### src/inc/tta_pkg.sv
// Package of constants and carriers for the trigger acknowledge block
package tta_pkg;
   // Source id width, shared by carriers
   localparam int TTA_ID_W = 4;
   // Lockout counter width
   localparam int TTA_CNT_W = 5;
   // Lockout lengths in CPU clock cycles
   localparam logic [4:0] TTA_LOCK_NORM = 5'h0A;  // Plain event, 8..12
   localparam logic [4:0] TTA_LOCK_SW = 5'h0C;    // Event during sw exec, 9..16
   localparam logic [4:0] TTA_LOCK_DSW = 5'h10;   // Sw exec at completion, 16
   // Register byte offsets
   localparam logic [7:0] TTA_OFS_TEN = 8'h00;    // trigger_enable_reg
   localparam logic [7:0] TTA_OFS_LOCK = 8'h04;   // Lockout / flag state
   localparam logic [7:0] TTA_OFS_IST = 8'h08;    // Interrupt status
   localparam logic [7:0] TTA_OFS_ICLR = 8'h0C;   // Interrupt clear, write only
   localparam logic [7:0] TTA_OFS_IEN = 8'h10;    // Interrupt enable
   localparam logic [7:0] TTA_OFS_CHN = 8'h14;    // Chain count in force
   // Reset values
   localparam logic [15:0] TTA_TEN_RST = 16'h0000;
   localparam logic [1:0] TTA_IEN_RST = 2'h0;
   // Interrupt status bit positions
   localparam int TTA_IST_CPUIRQ = 0;  // Transfer raised a CPU request
   localparam int TTA_IST_DROP = 1;    // Trigger ignored: locked, disabled or outranked
   // AXI responses
   localparam logic [1:0] TTA_RESP_OK = 2'h0;
   localparam logic [1:0] TTA_RESP_SLVERR = 2'h2;

   // Accepted trigger to the transfer datapath
   typedef struct packed {
      logic valid;
      logic [TTA_ID_W-1:0] id;
   } tta_trig_t;

   // Completion report from the datapath
   typedef struct packed {
      logic done;                 // Transfer finished, one-cycle pulse
      logic cnt_zero;             // Count reached zero, CPU request due
      logic [TTA_ID_W-1:0] id;    // Source that activated it
   } tta_done_t;

   // Control record fetch report
   typedef struct packed {
      logic load;                 // Record read, one-cycle pulse
      logic first;                // First record of the chain
      logic [7:0] count;          // transfer_count field
   } tta_rec_t;
endpackage

### src/rtl/tta_trigger_ack.sv
// Trigger acknowledge, lockout and source flag clearing of the transfer_controller
//
// How it works
// RULE1: plain trigger locks source 8..12 cycles
// RULE2: trigger during sw instruction locks 9..16
// RULE3: accepted while busy: lock after completion
// RULE4: sw instruction at completion: lock 16
// RULE5: flash flag set blocks new flash requests
// RULE6: flash request accepted after flag cleared
// RULE7: flash flag cleared 8..12 (9..16 sw)
// RULE8: flash accepted while busy clears after completion
// RULE9: capture flag set blocks capture events
// RULE10: capture flag clears after cycles plus tick
// RULE11: capture accepted while busy: same after completion
// RULE12: flash source never raises CPU interrupt
// RULE13: first record count governs whole chain
// RULE14: software keeps triggers quiet before low power
// RULE15: enable bits changed only when source idle
// RULE16: records never touch trigger enable register
// RULE17: records never clear peripheral status flags
// RULE18: CPU request clears that source enable bit
// RULE19: independent lockout counter per source
module tta_trigger_ack
   import tta_pkg::*;
#(
   parameter int N_ORD = 8  // Ordinary peripheral sources
) (
   input wire logic clk_sys,
   input wire logic rst_n,
   input wire logic [N_ORD-1:0] ord_evt,
   input wire logic flash_evt,
   input wire logic cap_evt,
   input wire logic sw_exec,
   input wire logic xfer_busy,
   input wire logic tmr_tick,
   input wire tta_done_t done_in,
   input wire tta_rec_t rec_in,
   output tta_trig_t trig_q,
   output logic cpu_irq_q,
   output logic [TTA_ID_W-1:0] cpu_irq_id_q,
   output logic flash_ready_req_flag_q,
   output logic cap_flag_q,
   output logic [7:0] chain_count_q,
   output logic irq_q,
   input wire logic [7:0] s_axi_awaddr,
   input wire logic s_axi_awvalid,
   output logic s_axi_awready,
   input wire logic [31:0] s_axi_wdata,
   input wire logic [3:0] s_axi_wstrb,
   input wire logic s_axi_wvalid,
   output logic s_axi_wready,
   output logic [1:0] s_axi_bresp,
   output logic s_axi_bvalid,
   input wire logic s_axi_bready,
   input wire logic [7:0] s_axi_araddr,
   input wire logic s_axi_arvalid,
   output logic s_axi_arready,
   output logic [31:0] s_axi_rdata,
   output logic [1:0] s_axi_rresp,
   output logic s_axi_rvalid,
   input wire logic s_axi_rready
);
   localparam int NS = N_ORD + 2;     // All sources
   localparam int FL = N_ORD;         // Flash-ready source index
   localparam int CP = N_ORD + 1;     // Capture timer source index
   // Refuse widths the id and registers cannot carry
   if (N_ORD < 1 || NS > 16) begin : g_chk
      $error("N_ORD must be 1..14");
   end
   ////////////////////////////////////////////////////////////////////////
   // Event synchronisers and edge detection
   logic [NS-1:0] raw;        // Peripheral requests, other domain
   logic [NS-1:0] s1_q;       // First stage, read only by s2
   logic [NS-1:0] s2_q;       // Second stage
   logic [NS-1:0] s3_q;       // Previous level for edges
   logic [NS-1:0] rise;       // Fresh request pulses
   assign raw = {cap_evt, flash_evt, ord_evt};
   assign rise = s2_q & ~s3_q;
   // Two flops before any logic, then edge memory
   always_ff @(posedge clk_sys) begin
      if (!rst_n) begin
         s1_q <= '0;
         s2_q <= '0;
         s3_q <= '0;
      end else begin
         s1_q <= raw;
         s2_q <= s1_q;
         s3_q <= s2_q;
      end
   end
   ////////////////////////////////////////////////////////////////////////
   // Register file state
   logic [NS-1:0] ten_q, ten_d;    // trigger_enable_reg
   logic [1:0] ist_q, ist_d;       // Sticky interrupt status
   logic [1:0] ien_q, ien_d;       // Interrupt enable
   logic wr_go;                    // Write address and data both held
   logic [7:0] aw_q, aw_d;
   logic [31:0] wd_q, wd_d;
   logic [3:0] ws_q, ws_d;
   logic awh_q, awh_d, wh_q, wh_d; // Halves of a write captured
   ////////////////////////////////////////////////////////////////////////
   // Per-source lockout and acknowledge
   logic [NS-1:0] pend_q, pend_d;        // Accepted while busy
   logic [TTA_CNT_W-1:0] cnt_q [NS];     // Lockout counters
   logic [TTA_CNT_W-1:0] cnt_d [NS];
   logic twait_q, twait_d;               // Capture waits for timer tick
   logic [NS-1:0] lock;                  // Source refuses triggers
   logic [NS-1:0] cand;                  // Requests that could be taken
   logic [NS-1:0] take;                  // Request taken this cycle
   tta_trig_t trig_d;
   logic drop;                           // Some request ignored
   // Lowest set bit wins, so one trigger reaches the datapath per cycle
   function automatic logic [NS-1:0] first_one(input logic [NS-1:0] v);
      return v & (~v + NS'(1));
   endfunction
   // Lockout length for a new start
   function automatic logic [TTA_CNT_W-1:0] lock_len(input logic sw,
                                                     input logic at_done);
      if (!sw) return TTA_LOCK_NORM; // RULE1
      return at_done ? TTA_LOCK_DSW : TTA_LOCK_SW; // RULE2 RULE4
   endfunction
   // Lock covers pending wait, running count and capture tick wait
   always_comb begin
      for (int i = 0; i < NS; i++) begin
         lock[i] = pend_q[i] || (cnt_q[i] != '0); // RULE5 RULE9
      end
      lock[CP] = lock[CP] || twait_q; // RULE10
   end
   assign cand = rise & ten_q & ~lock; // RULE6 RULE19
   assign take = first_one(cand);
   // A blocked or outranked request is lost and reported
   assign drop = |(rise & ~take);
   // Next state of every lockout
   always_comb begin
      pend_d = pend_q;
      twait_d = twait_q;
      trig_d = '0;
      for (int i = 0; i < NS; i++) begin
         cnt_d[i] = cnt_q[i];
         if (take[i]) begin
            trig_d.valid = 1'b1;
            trig_d.id = TTA_ID_W'(i);
            if (xfer_busy) begin
               // Lockout count starts only once the running transfer ends
               pend_d[i] = 1'b1; // RULE3 RULE8 RULE11
            end else begin
               cnt_d[i] = lock_len(sw_exec, 1'b0); // RULE1 RULE2 RULE7
            end
         end else if (pend_q[i] && done_in.done) begin
            pend_d[i] = 1'b0;
            cnt_d[i] = lock_len(sw_exec, 1'b1); // RULE3 RULE4 RULE8
         end else if (cnt_q[i] != '0) begin
            cnt_d[i] = cnt_q[i] - 1'b1;
            // Capture flag also needs a timer clock edge
            if (i == CP && cnt_q[i] == TTA_CNT_W'(1)) begin
               twait_d = 1'b1; // RULE10 RULE11
            end
         end
      end
      if (twait_q && tmr_tick) begin
         twait_d = 1'b0; // RULE10
      end
   end
   // Lockout registers
   always_ff @(posedge clk_sys) begin
      if (!rst_n) begin
         pend_q <= '0;
         twait_q <= 1'b0;
         trig_q <= '0;
         flash_ready_req_flag_q <= 1'b0;
         cap_flag_q <= 1'b0;
         for (int i = 0; i < NS; i++) begin
            cnt_q[i] <= '0;
         end
      end else begin
         pend_q <= pend_d;
         twait_q <= twait_d;
         trig_q <= trig_d;
         flash_ready_req_flag_q <= pend_d[FL] || (cnt_d[FL] != '0); // RULE7
         cap_flag_q <= pend_d[CP] || (cnt_d[CP] != '0) || twait_d; // RULE10
         for (int i = 0; i < NS; i++) begin
            cnt_q[i] <= cnt_d[i];
         end
      end
   end
   ////////////////////////////////////////////////////////////////////////
   // Completion: CPU request and chain count
   logic cpu_irq_d;
   logic [TTA_ID_W-1:0] cpu_irq_id_d;
   logic [7:0] chain_d;
   logic irq_src;  // Completion that asks for the CPU
   // Flash-ready never interrupts the CPU
   assign irq_src = done_in.done && done_in.cnt_zero &&
                    (done_in.id != TTA_ID_W'(FL)); // RULE12
   // Completion pulse and chain count next values
   always_comb begin
      cpu_irq_d = irq_src;
      cpu_irq_id_d = irq_src ? done_in.id : cpu_irq_id_q;
      chain_d = chain_count_q;
      // Later records keep the first count in force
      if (rec_in.load && rec_in.first) begin
         chain_d = rec_in.count; // RULE13
      end
   end
   // Completion registers
   always_ff @(posedge clk_sys) begin
      if (!rst_n) begin
         cpu_irq_q <= 1'b0;
         cpu_irq_id_q <= '0;
         chain_count_q <= '0;
      end else begin
         cpu_irq_q <= cpu_irq_d;
         cpu_irq_id_q <= cpu_irq_id_d;
         chain_count_q <= chain_d;
      end
   end
   ////////////////////////////////////////////////////////////////////////
   // AXI4-Lite slave
   logic [31:0] rdata_d;
   logic [1:0] rresp_d, bresp_d;
   logic rd_ok, wr_ok;
   assign wr_go = awh_q && wh_q && !s_axi_bvalid;
   assign wr_ok = (aw_q[1:0] == 2'h0) && (aw_q[7:2] <= TTA_OFS_CHN[7:2]);
   assign rd_ok = (s_axi_araddr[1:0] == 2'h0) &&
                  (s_axi_araddr[7:2] <= TTA_OFS_CHN[7:2]);
   // Read mux
   always_comb begin
      rdata_d = '0;
      unique case (s_axi_araddr)
         TTA_OFS_TEN: rdata_d[NS-1:0] = ten_q;
         TTA_OFS_LOCK: rdata_d[NS-1:0] = lock;
         TTA_OFS_IST: rdata_d[1:0] = ist_q;
         TTA_OFS_IEN: rdata_d[1:0] = ien_q;
         TTA_OFS_CHN: rdata_d[7:0] = chain_count_q;
         default: rdata_d = '0;  // Clear register and holes read zero
      endcase
      rresp_d = rd_ok ? TTA_RESP_OK : TTA_RESP_SLVERR;
      bresp_d = wr_ok ? TTA_RESP_OK : TTA_RESP_SLVERR;
   end
   // Register and handshake next values
   always_comb begin
      awh_d = awh_q;
      wh_d = wh_q;
      aw_d = aw_q;
      wd_d = wd_q;
      ws_d = ws_q;
      ten_d = ten_q;
      ien_d = ien_q;
      ist_d = ist_q;
      // Capture each half as it arrives, in either order
      if (s_axi_awvalid && s_axi_awready) begin
         awh_d = 1'b1;
         aw_d = s_axi_awaddr;
      end
      if (s_axi_wvalid && s_axi_wready) begin
         wh_d = 1'b1;
         wd_d = s_axi_wdata;
         ws_d = s_axi_wstrb;
      end
      if (wr_go) begin
         awh_d = 1'b0;
         wh_d = 1'b0;
         if (aw_q == TTA_OFS_TEN) begin
            for (int b = 0; b < NS; b++) begin
               if (ws_q[b/8]) begin
                  ten_d[b] = wd_q[b];
               end
            end
         end
         if (aw_q == TTA_OFS_IEN && ws_q[0]) begin
            ien_d = wd_q[1:0];
         end
         if (aw_q == TTA_OFS_ICLR && ws_q[0]) begin
            ist_d = ist_q & ~wd_q[1:0];
         end
      end
      // Hardware disable beats a racing software write, and events are
      // set after the clear so a same-cycle event is kept
      if (irq_src) begin
         ten_d[done_in.id] = 1'b0; // RULE18
         ist_d[TTA_IST_CPUIRQ] = 1'b1;
      end
      if (drop) begin
         ist_d[TTA_IST_DROP] = 1'b1;
      end
   end
   // Bus and register flops
   always_ff @(posedge clk_sys) begin
      if (!rst_n) begin
         awh_q <= 1'b0;
         wh_q <= 1'b0;
         aw_q <= '0;
         wd_q <= '0;
         ws_q <= '0;
         ten_q <= TTA_TEN_RST[NS-1:0];
         ien_q <= TTA_IEN_RST;
         ist_q <= '0;
         irq_q <= 1'b0;
         s_axi_awready <= 1'b0;
         s_axi_wready <= 1'b0;
         s_axi_bvalid <= 1'b0;
         s_axi_bresp <= TTA_RESP_OK;
         s_axi_arready <= 1'b0;
         s_axi_rvalid <= 1'b0;
         s_axi_rdata <= '0;
         s_axi_rresp <= TTA_RESP_OK;
      end else begin
         awh_q <= awh_d;
         wh_q <= wh_d;
         aw_q <= aw_d;
         wd_q <= wd_d;
         ws_q <= ws_d;
         ten_q <= ten_d;
         ien_q <= ien_d;
         ist_q <= ist_d;
         irq_q <= |(ist_d & ien_d);
         // Ready only while that half is still free
         s_axi_awready <= !awh_d && !(s_axi_awvalid && s_axi_awready);
         s_axi_wready <= !wh_d && !(s_axi_wvalid && s_axi_wready);
         if (wr_go) begin
            s_axi_bvalid <= 1'b1;
            s_axi_bresp <= bresp_d;
         end else if (s_axi_bready) begin
            s_axi_bvalid <= 1'b0;
         end
         // One read in flight; arready pulses for one cycle
         s_axi_arready <= 1'b0;
         if (s_axi_arvalid && !s_axi_arready && !s_axi_rvalid) begin
            s_axi_arready <= 1'b1;
            s_axi_rvalid <= 1'b1;
            s_axi_rdata <= rdata_d;
            s_axi_rresp <= rresp_d;
         end else if (s_axi_rready) begin
            s_axi_rvalid <= 1'b0;
         end
      end
   end
endmodule // tta_trigger_ack

### config.mk
export PLATFORM = sky130hd
export DESIGN_NAME = tta_trigger_ack
export DESIGN_NICKNAME = d
export VERILOG_FILES = /design/src/inc/tta_pkg.sv /design/src/rtl/tta_trigger_ack.sv
export SDC_FILE = /design/constraint.sdc
export NUM_CORES = 1
export LEC_CHECK = 0
export ABC_AREA = 1
export BUFFER_PORTS_ARGS = -buffer_cell sky130_fd_sc_hd__buf_2
export CORE_UTILIZATION = 35
export CTS_CLUSTER_SIZE = 25
export DETAILED_ROUTE_END_ITERATION = 7
export HOLD_SLACK_MARGIN = 0.12
export PLACE_DENSITY = 0.55
export SLEW_MARGIN = 5
export SYNTH_ARGS = -nofsm -noshare
export SYNTH_HDL_FRONTEND = slang
export SYNTH_SLANG_ARGS = --single-unit
### constraint.sdc
create_clock -name clk_sys -period 1.9 [get_ports clk_sys]
set_input_delay 0.095 -clock clk_sys [delete_from_list [all_inputs] [get_ports clk_sys]]
set_output_delay 0.095 -clock clk_sys [all_outputs]
set_load 0.01 [all_outputs]
* After elaboration in Yosys (flattened, before gate mapping)
Memories as Yosys holds them, arrays and structs flattened.
Index checks and enable logic that the tools add are counted.
** Operators by class
- Bitwise logic cells :: 25
- Equality and inequality tests :: 16
- Add/subtract/negate cells :: 11
- Div/mod/pow operators :: 0
- $lt $le $gt $ge :: 4
- Shifts and indexed selects :: 0
- Reductions and logical operators :: 85
- Muxes and demuxes :: 178
- Multipliers :: 0
** Operators with widths (count)
- two-way mux 5 bit :: 81
- two-way mux 1 bit :: 84
- bitwise AND 10 bit :: 6
- nonzero test 5 bit :: 12
- inverter 10 bit :: 5
- subtractor 5 x 1 -> 5 bit (second input constant) :: 10
- two-way mux 10 bit :: 3
- logical AND 1 bit :: 27
- equality test 8 x 5 -> 1 bit (second input constant) :: 3
- nonzero test 2 bit :: 10
- case mux 6 bit (3 select lines) :: 1
- equality test 8 x 4 -> 1 bit (second input constant) :: 2
- zero test 8 bit :: 2
- != test 2 bit (second input constant) :: 8
- AND reduction 2 bit :: 8
- logical OR 1 bit :: 14
- less-or-equal comparator 6 x 3 -> 1 bit (second input constant) :: 2
- two-way mux 2 bit :: 6
- adder 10 x 1 -> 10 bit (second input constant) :: 1
- bitwise OR 1 bit :: 10
- case mux 2 bit (5 select lines) :: 1
- OR reduction 10 bit :: 1
- equality test 8 x 3 -> 1 bit (second input constant) :: 1
- zero test 1 bit :: 7
- other kinds (12) :: 14
** Word-level totals
- Register bits :: 117
- Memories :: 1
- Bits in latches :: 0
- Word-level logic and storage cells :: 358
- Memory bits (read-only) :: 0
- RAM bits :: 50
** Memory list
- cnt_q :: depth 10, bits a word 5, rd ports 10, clocked after Yosys merged registers in 0, wr ports 10, RTL line tta_trigger_ack.sv:104 : logic [TTA_CNT_W-1:0] cnt_q [NS];

* Logic depth before layout (Yosys ltp)
An unclocked memory read counts as a cell.
- Depth in word-level cells :: 19
- Depth in mapped cells :: 16
- Depth with buffers taken out :: 16

* Worst setup path after synthesis
OpenSTA, ideal clock, no wires.
- Kind :: flip-flop to flip-flop
- From :: mem cnt_q[0][0]
- To :: mem cnt_q[4][0]
- Path buffers :: 0
- Cell stages (with the launch flop) :: 16
- Slack :: 158 ps
- Arrival time :: 1627 ps
- Setup time :: 115 ps
- Period minus slack after synthesis :: 1742 ps
- Cells stage by stage :: dfxtp_1 > inv_1 > ha_1 > inv_1 > nor2_1 > nand3_1 > nor2_2 > nor2_4 > nand2_4 > nor2_2 > nor2_2 > nand2_1 > nand2_2 > inv_2 > o21ai_1 > nor2_1
** RTL lines (RTL line)
- start, declared :: tta_trigger_ack.sv:104

==> impl_metrics.ini <==
[drt]
ant_nets = 0
drt_iter0_drc = 540
vias = 7924
dr.pass1.iters = 5
vias_per_cell = 4.58
drt_wl_total_mm = 22.8
wl_per_cell_um = 13.2
remaining_drc_errors = 0

[pwr]
powerDensity_nw_per_um2 = 1230
peakVddDrop_v = 0.000622
p_leak_nw = 5.35

[synthesis]
ys_ff_latch = 165
synth_xor_area_share_pct = 1.47
synthFlopType = dfxtp_1
ys_seq_area_share_pct = 39.6
syn_area_um2 = 8350
synth_fa_ha_area_share_pct = 3.15
synth_top_family_by_area = simple AND/OR/NAND/NOR gates
synth_top_area_cell = dfxtp_1
synth.avg_cell_area_um2 = 7.13
synth_mux_area_share_pct = 0
synth-simple-area-share_pct = 29.0
synth_compound_area_share_pct = 14.5
netlist_instances = 1170
yosys.area.top_type_share_pct = 39.6
synth.most_common_cell = nand2_1
yosys_warnings = 0
synth.distinct_cells = 49
async_flop_share_pct = 0
synth_edf_count = 0
synth_commonest_cells = 211 x nand2_1, 174 x inv_1, 165 x dfxtp_1
synth_area_leaders = dfxtp_1 40%, nand2_1 9.5%, inv_1 7.8%

[floorplan]
die_area_um2 = 24500
ios = 150
die_h_um = 156
fp.coreArea_um2 = 23400
row_count = 56
start_util_pct = 35.7
die_width_um = 156

[placed_design]
placed_cells = 1623
dp_hpwl_mm = 16.2
io_buffers = 101
routabilityCongestion = 0.824
placed_area_um2 = 9530

[worst_setup_path]
critPathKind = reg2reg
worstPathCellList = inv_2 -> ha_4 -> inv_2 -> nor2_4 -> nand3_4 -> nor2_4 -> nor2_4 -> nand2_4 -> nor2_8 -> nand2_4 -> nand2_2 -> nand2_2 -> nand3_2 -> nor2_1 -> nor2_1
cp_data_required_time_ns = 2.20
critPathMaxFanout = 6
slowest_stage = dfxtp_2
slowest_delay_ns = 0.33
startpoint_type = flop
setup.worst_path.end_class = flop
arrival_ns = 2.18
critPathMostFrequentCell = nor2_4

[layout]
fin_util_pct = 48.3
antennaDiodeCount = 0
layout-drive-gt1-share_pct = 27.1
area_delta_synth_final_pct = 35.3
fin_area_um2 = 11300
finalNonFillerCells = 1729
final_nets = 1507

[timing]
min_period_ns = 1.88
slew-limit-headroom_pct = 57.8
hold_viol = 0
worstMarginPinSlew_ns = 0.634
setup_viol = 0
rsz0062_at_grt = yes
fin_crit_sh_pct = 99.0
finalMaxSlewViolations = 0
max_freq_mhz = 532
fin_skew_ns = 0.0108

[grt]
grt_pass1_wl_mm = 37.1
overflow = 0
grt_pass1_vias = 7467
grt_use_total_pct = 19.2
antenna_found_initial = 0
grt_max_degree = 50

[cts]
clk_latency_ns = 0.43
clock_path_buffers = 2
htreeDepth = 4
cts_root_buf = clkbuf_16
cts_sinks = 165
cts_tree = done
path_clk_slew_ns = 0.07
cts_buffers = 17

[run]
maxCapViolations = 0

[outcome]
outcome = complete, no violations

[worst_hold_path]
hp-class = in2reg
[worst paths after layout]
| path | slack [ns] | end | start | cells after the start |
|---|---|---|---|---|
| worst max register to register | 0.02 | cap_flag_q | cnt_q[2][0] | 15 |
| worst min register to register | 0.41 | s2_q[6] | s1_q[6] | 2 |
| worst max-delay path | 0.02 | cap_flag_q | cnt_q[2][0] | 15 |
| worst min-delay path | 0.13 | cnt_q[5][2] | sw_exec | 4 |
[power breakdown]
part           internal (mW)  switching, mW  total (mW)
clock                   1.76           1.66        3.42
sequential              4.04          0.376        4.41
combinational           2.75           3.32        6.08
total                   8.55           5.36        13.9
[worst max-delay path: cells and delay by family (launching register included)]
family	cells	cell delay, ns
simple gates	12	1.17
flops	1	0.33
buf+inv	2	0.12
fa+ha+maj	1	0.13
[sequential cells by signal, indices dropped and copies added, names as in the netlist, 4 cells and up]
name,count
aw_q,8
chain_count_q,8
cnt_q,50
cpu_irq_id_q,4
pend_q,10
s1_q,10
s2_q,10
s3_q,10
s_axi_rdata,10
ten_q,10
trig_q,5
wd_q,10
[layout make-up]
cell class                 count  area (um2)
fill                        2354       12100
multi-input combinational    787        4560
sequential                   165        3310
timing repair buffer         240        1730
inverter                     187         712
clock buffer                  17         425
tap                          319         399
clock inverter                14         153
[metrics by stage]
| step | hold slack (ns) | TNS (ns) | worst slack [ns] | power, mW |
|---|---|---|---|---|
| 6_report | 0.127 | 0 | 0.0195 | 13.9 |
| 5_1_grt | 0.140 | -1.22 | -0.109 | 15.0 |
| 4_1_cts | 0.123 | 0 | 0.00197 | 13.2 |
| 3_5_place_dp | 0.281 | -0.628 | -0.143 | 9.40 |
| 3_3_place_gp | 0.275 | -0.504 | -0.116 | 9.37 |
| 2_1_floorplan | 0.193 | 0 | 0.158 | 8.01 |
[routing by layer]
metal | routed length [um] | up-vias | global-route usage, %
met5 | 0 | - | 0
met2 | 10600 | 150 | 31.7
li1 | - | 4164 | -
met3 | 742 | 19 | 2.80
met4 | 260 | 0 | 5.51
met1 | 11200 | 3591 | 25.8
[layout by cell type (no fill, tap or decap), types with 11 or more instances in the layout]
master         instances
nand2_1              189
dfxtp_1              158
inv_1                157
nor2_1               132
buf_2                101
o21ai_0               78
buf_4                 77
a21oi_1               70
dlygate4sd3_1         53
nand3_1               46
nand2_2               29
inv_2                 26
conb_1                24
nor2_4                21
nor2_2                21
clkbuf_16             17
a211oi_1              16
nand3_4               15
nor3_1                15
ha_1                  15
nand3_2               14
nand4_1               11
[what timing repair did]
action	4_1_cts	5_1_grt
endpoints found under the hold margin	61	0
hold buffers	53	0
setup buffers	8	15
gates resized for setup	26	112
setup endpoints to repair	16	53
pin swaps	13	50
[cell families (layout without fill, tap and decap cells)]
family,after synthesis,in the layout
AND/OR/NAND/NOR,515,515
flip-flops,165,165
other,1,24
AO/OA/AOI/OAI,213,213
XOR/XNOR,14,14
buffers and inverters,241,458
adder cells (fa/ha/maj),21,21
Note: power is estimated with default switching activity, not from simulation.
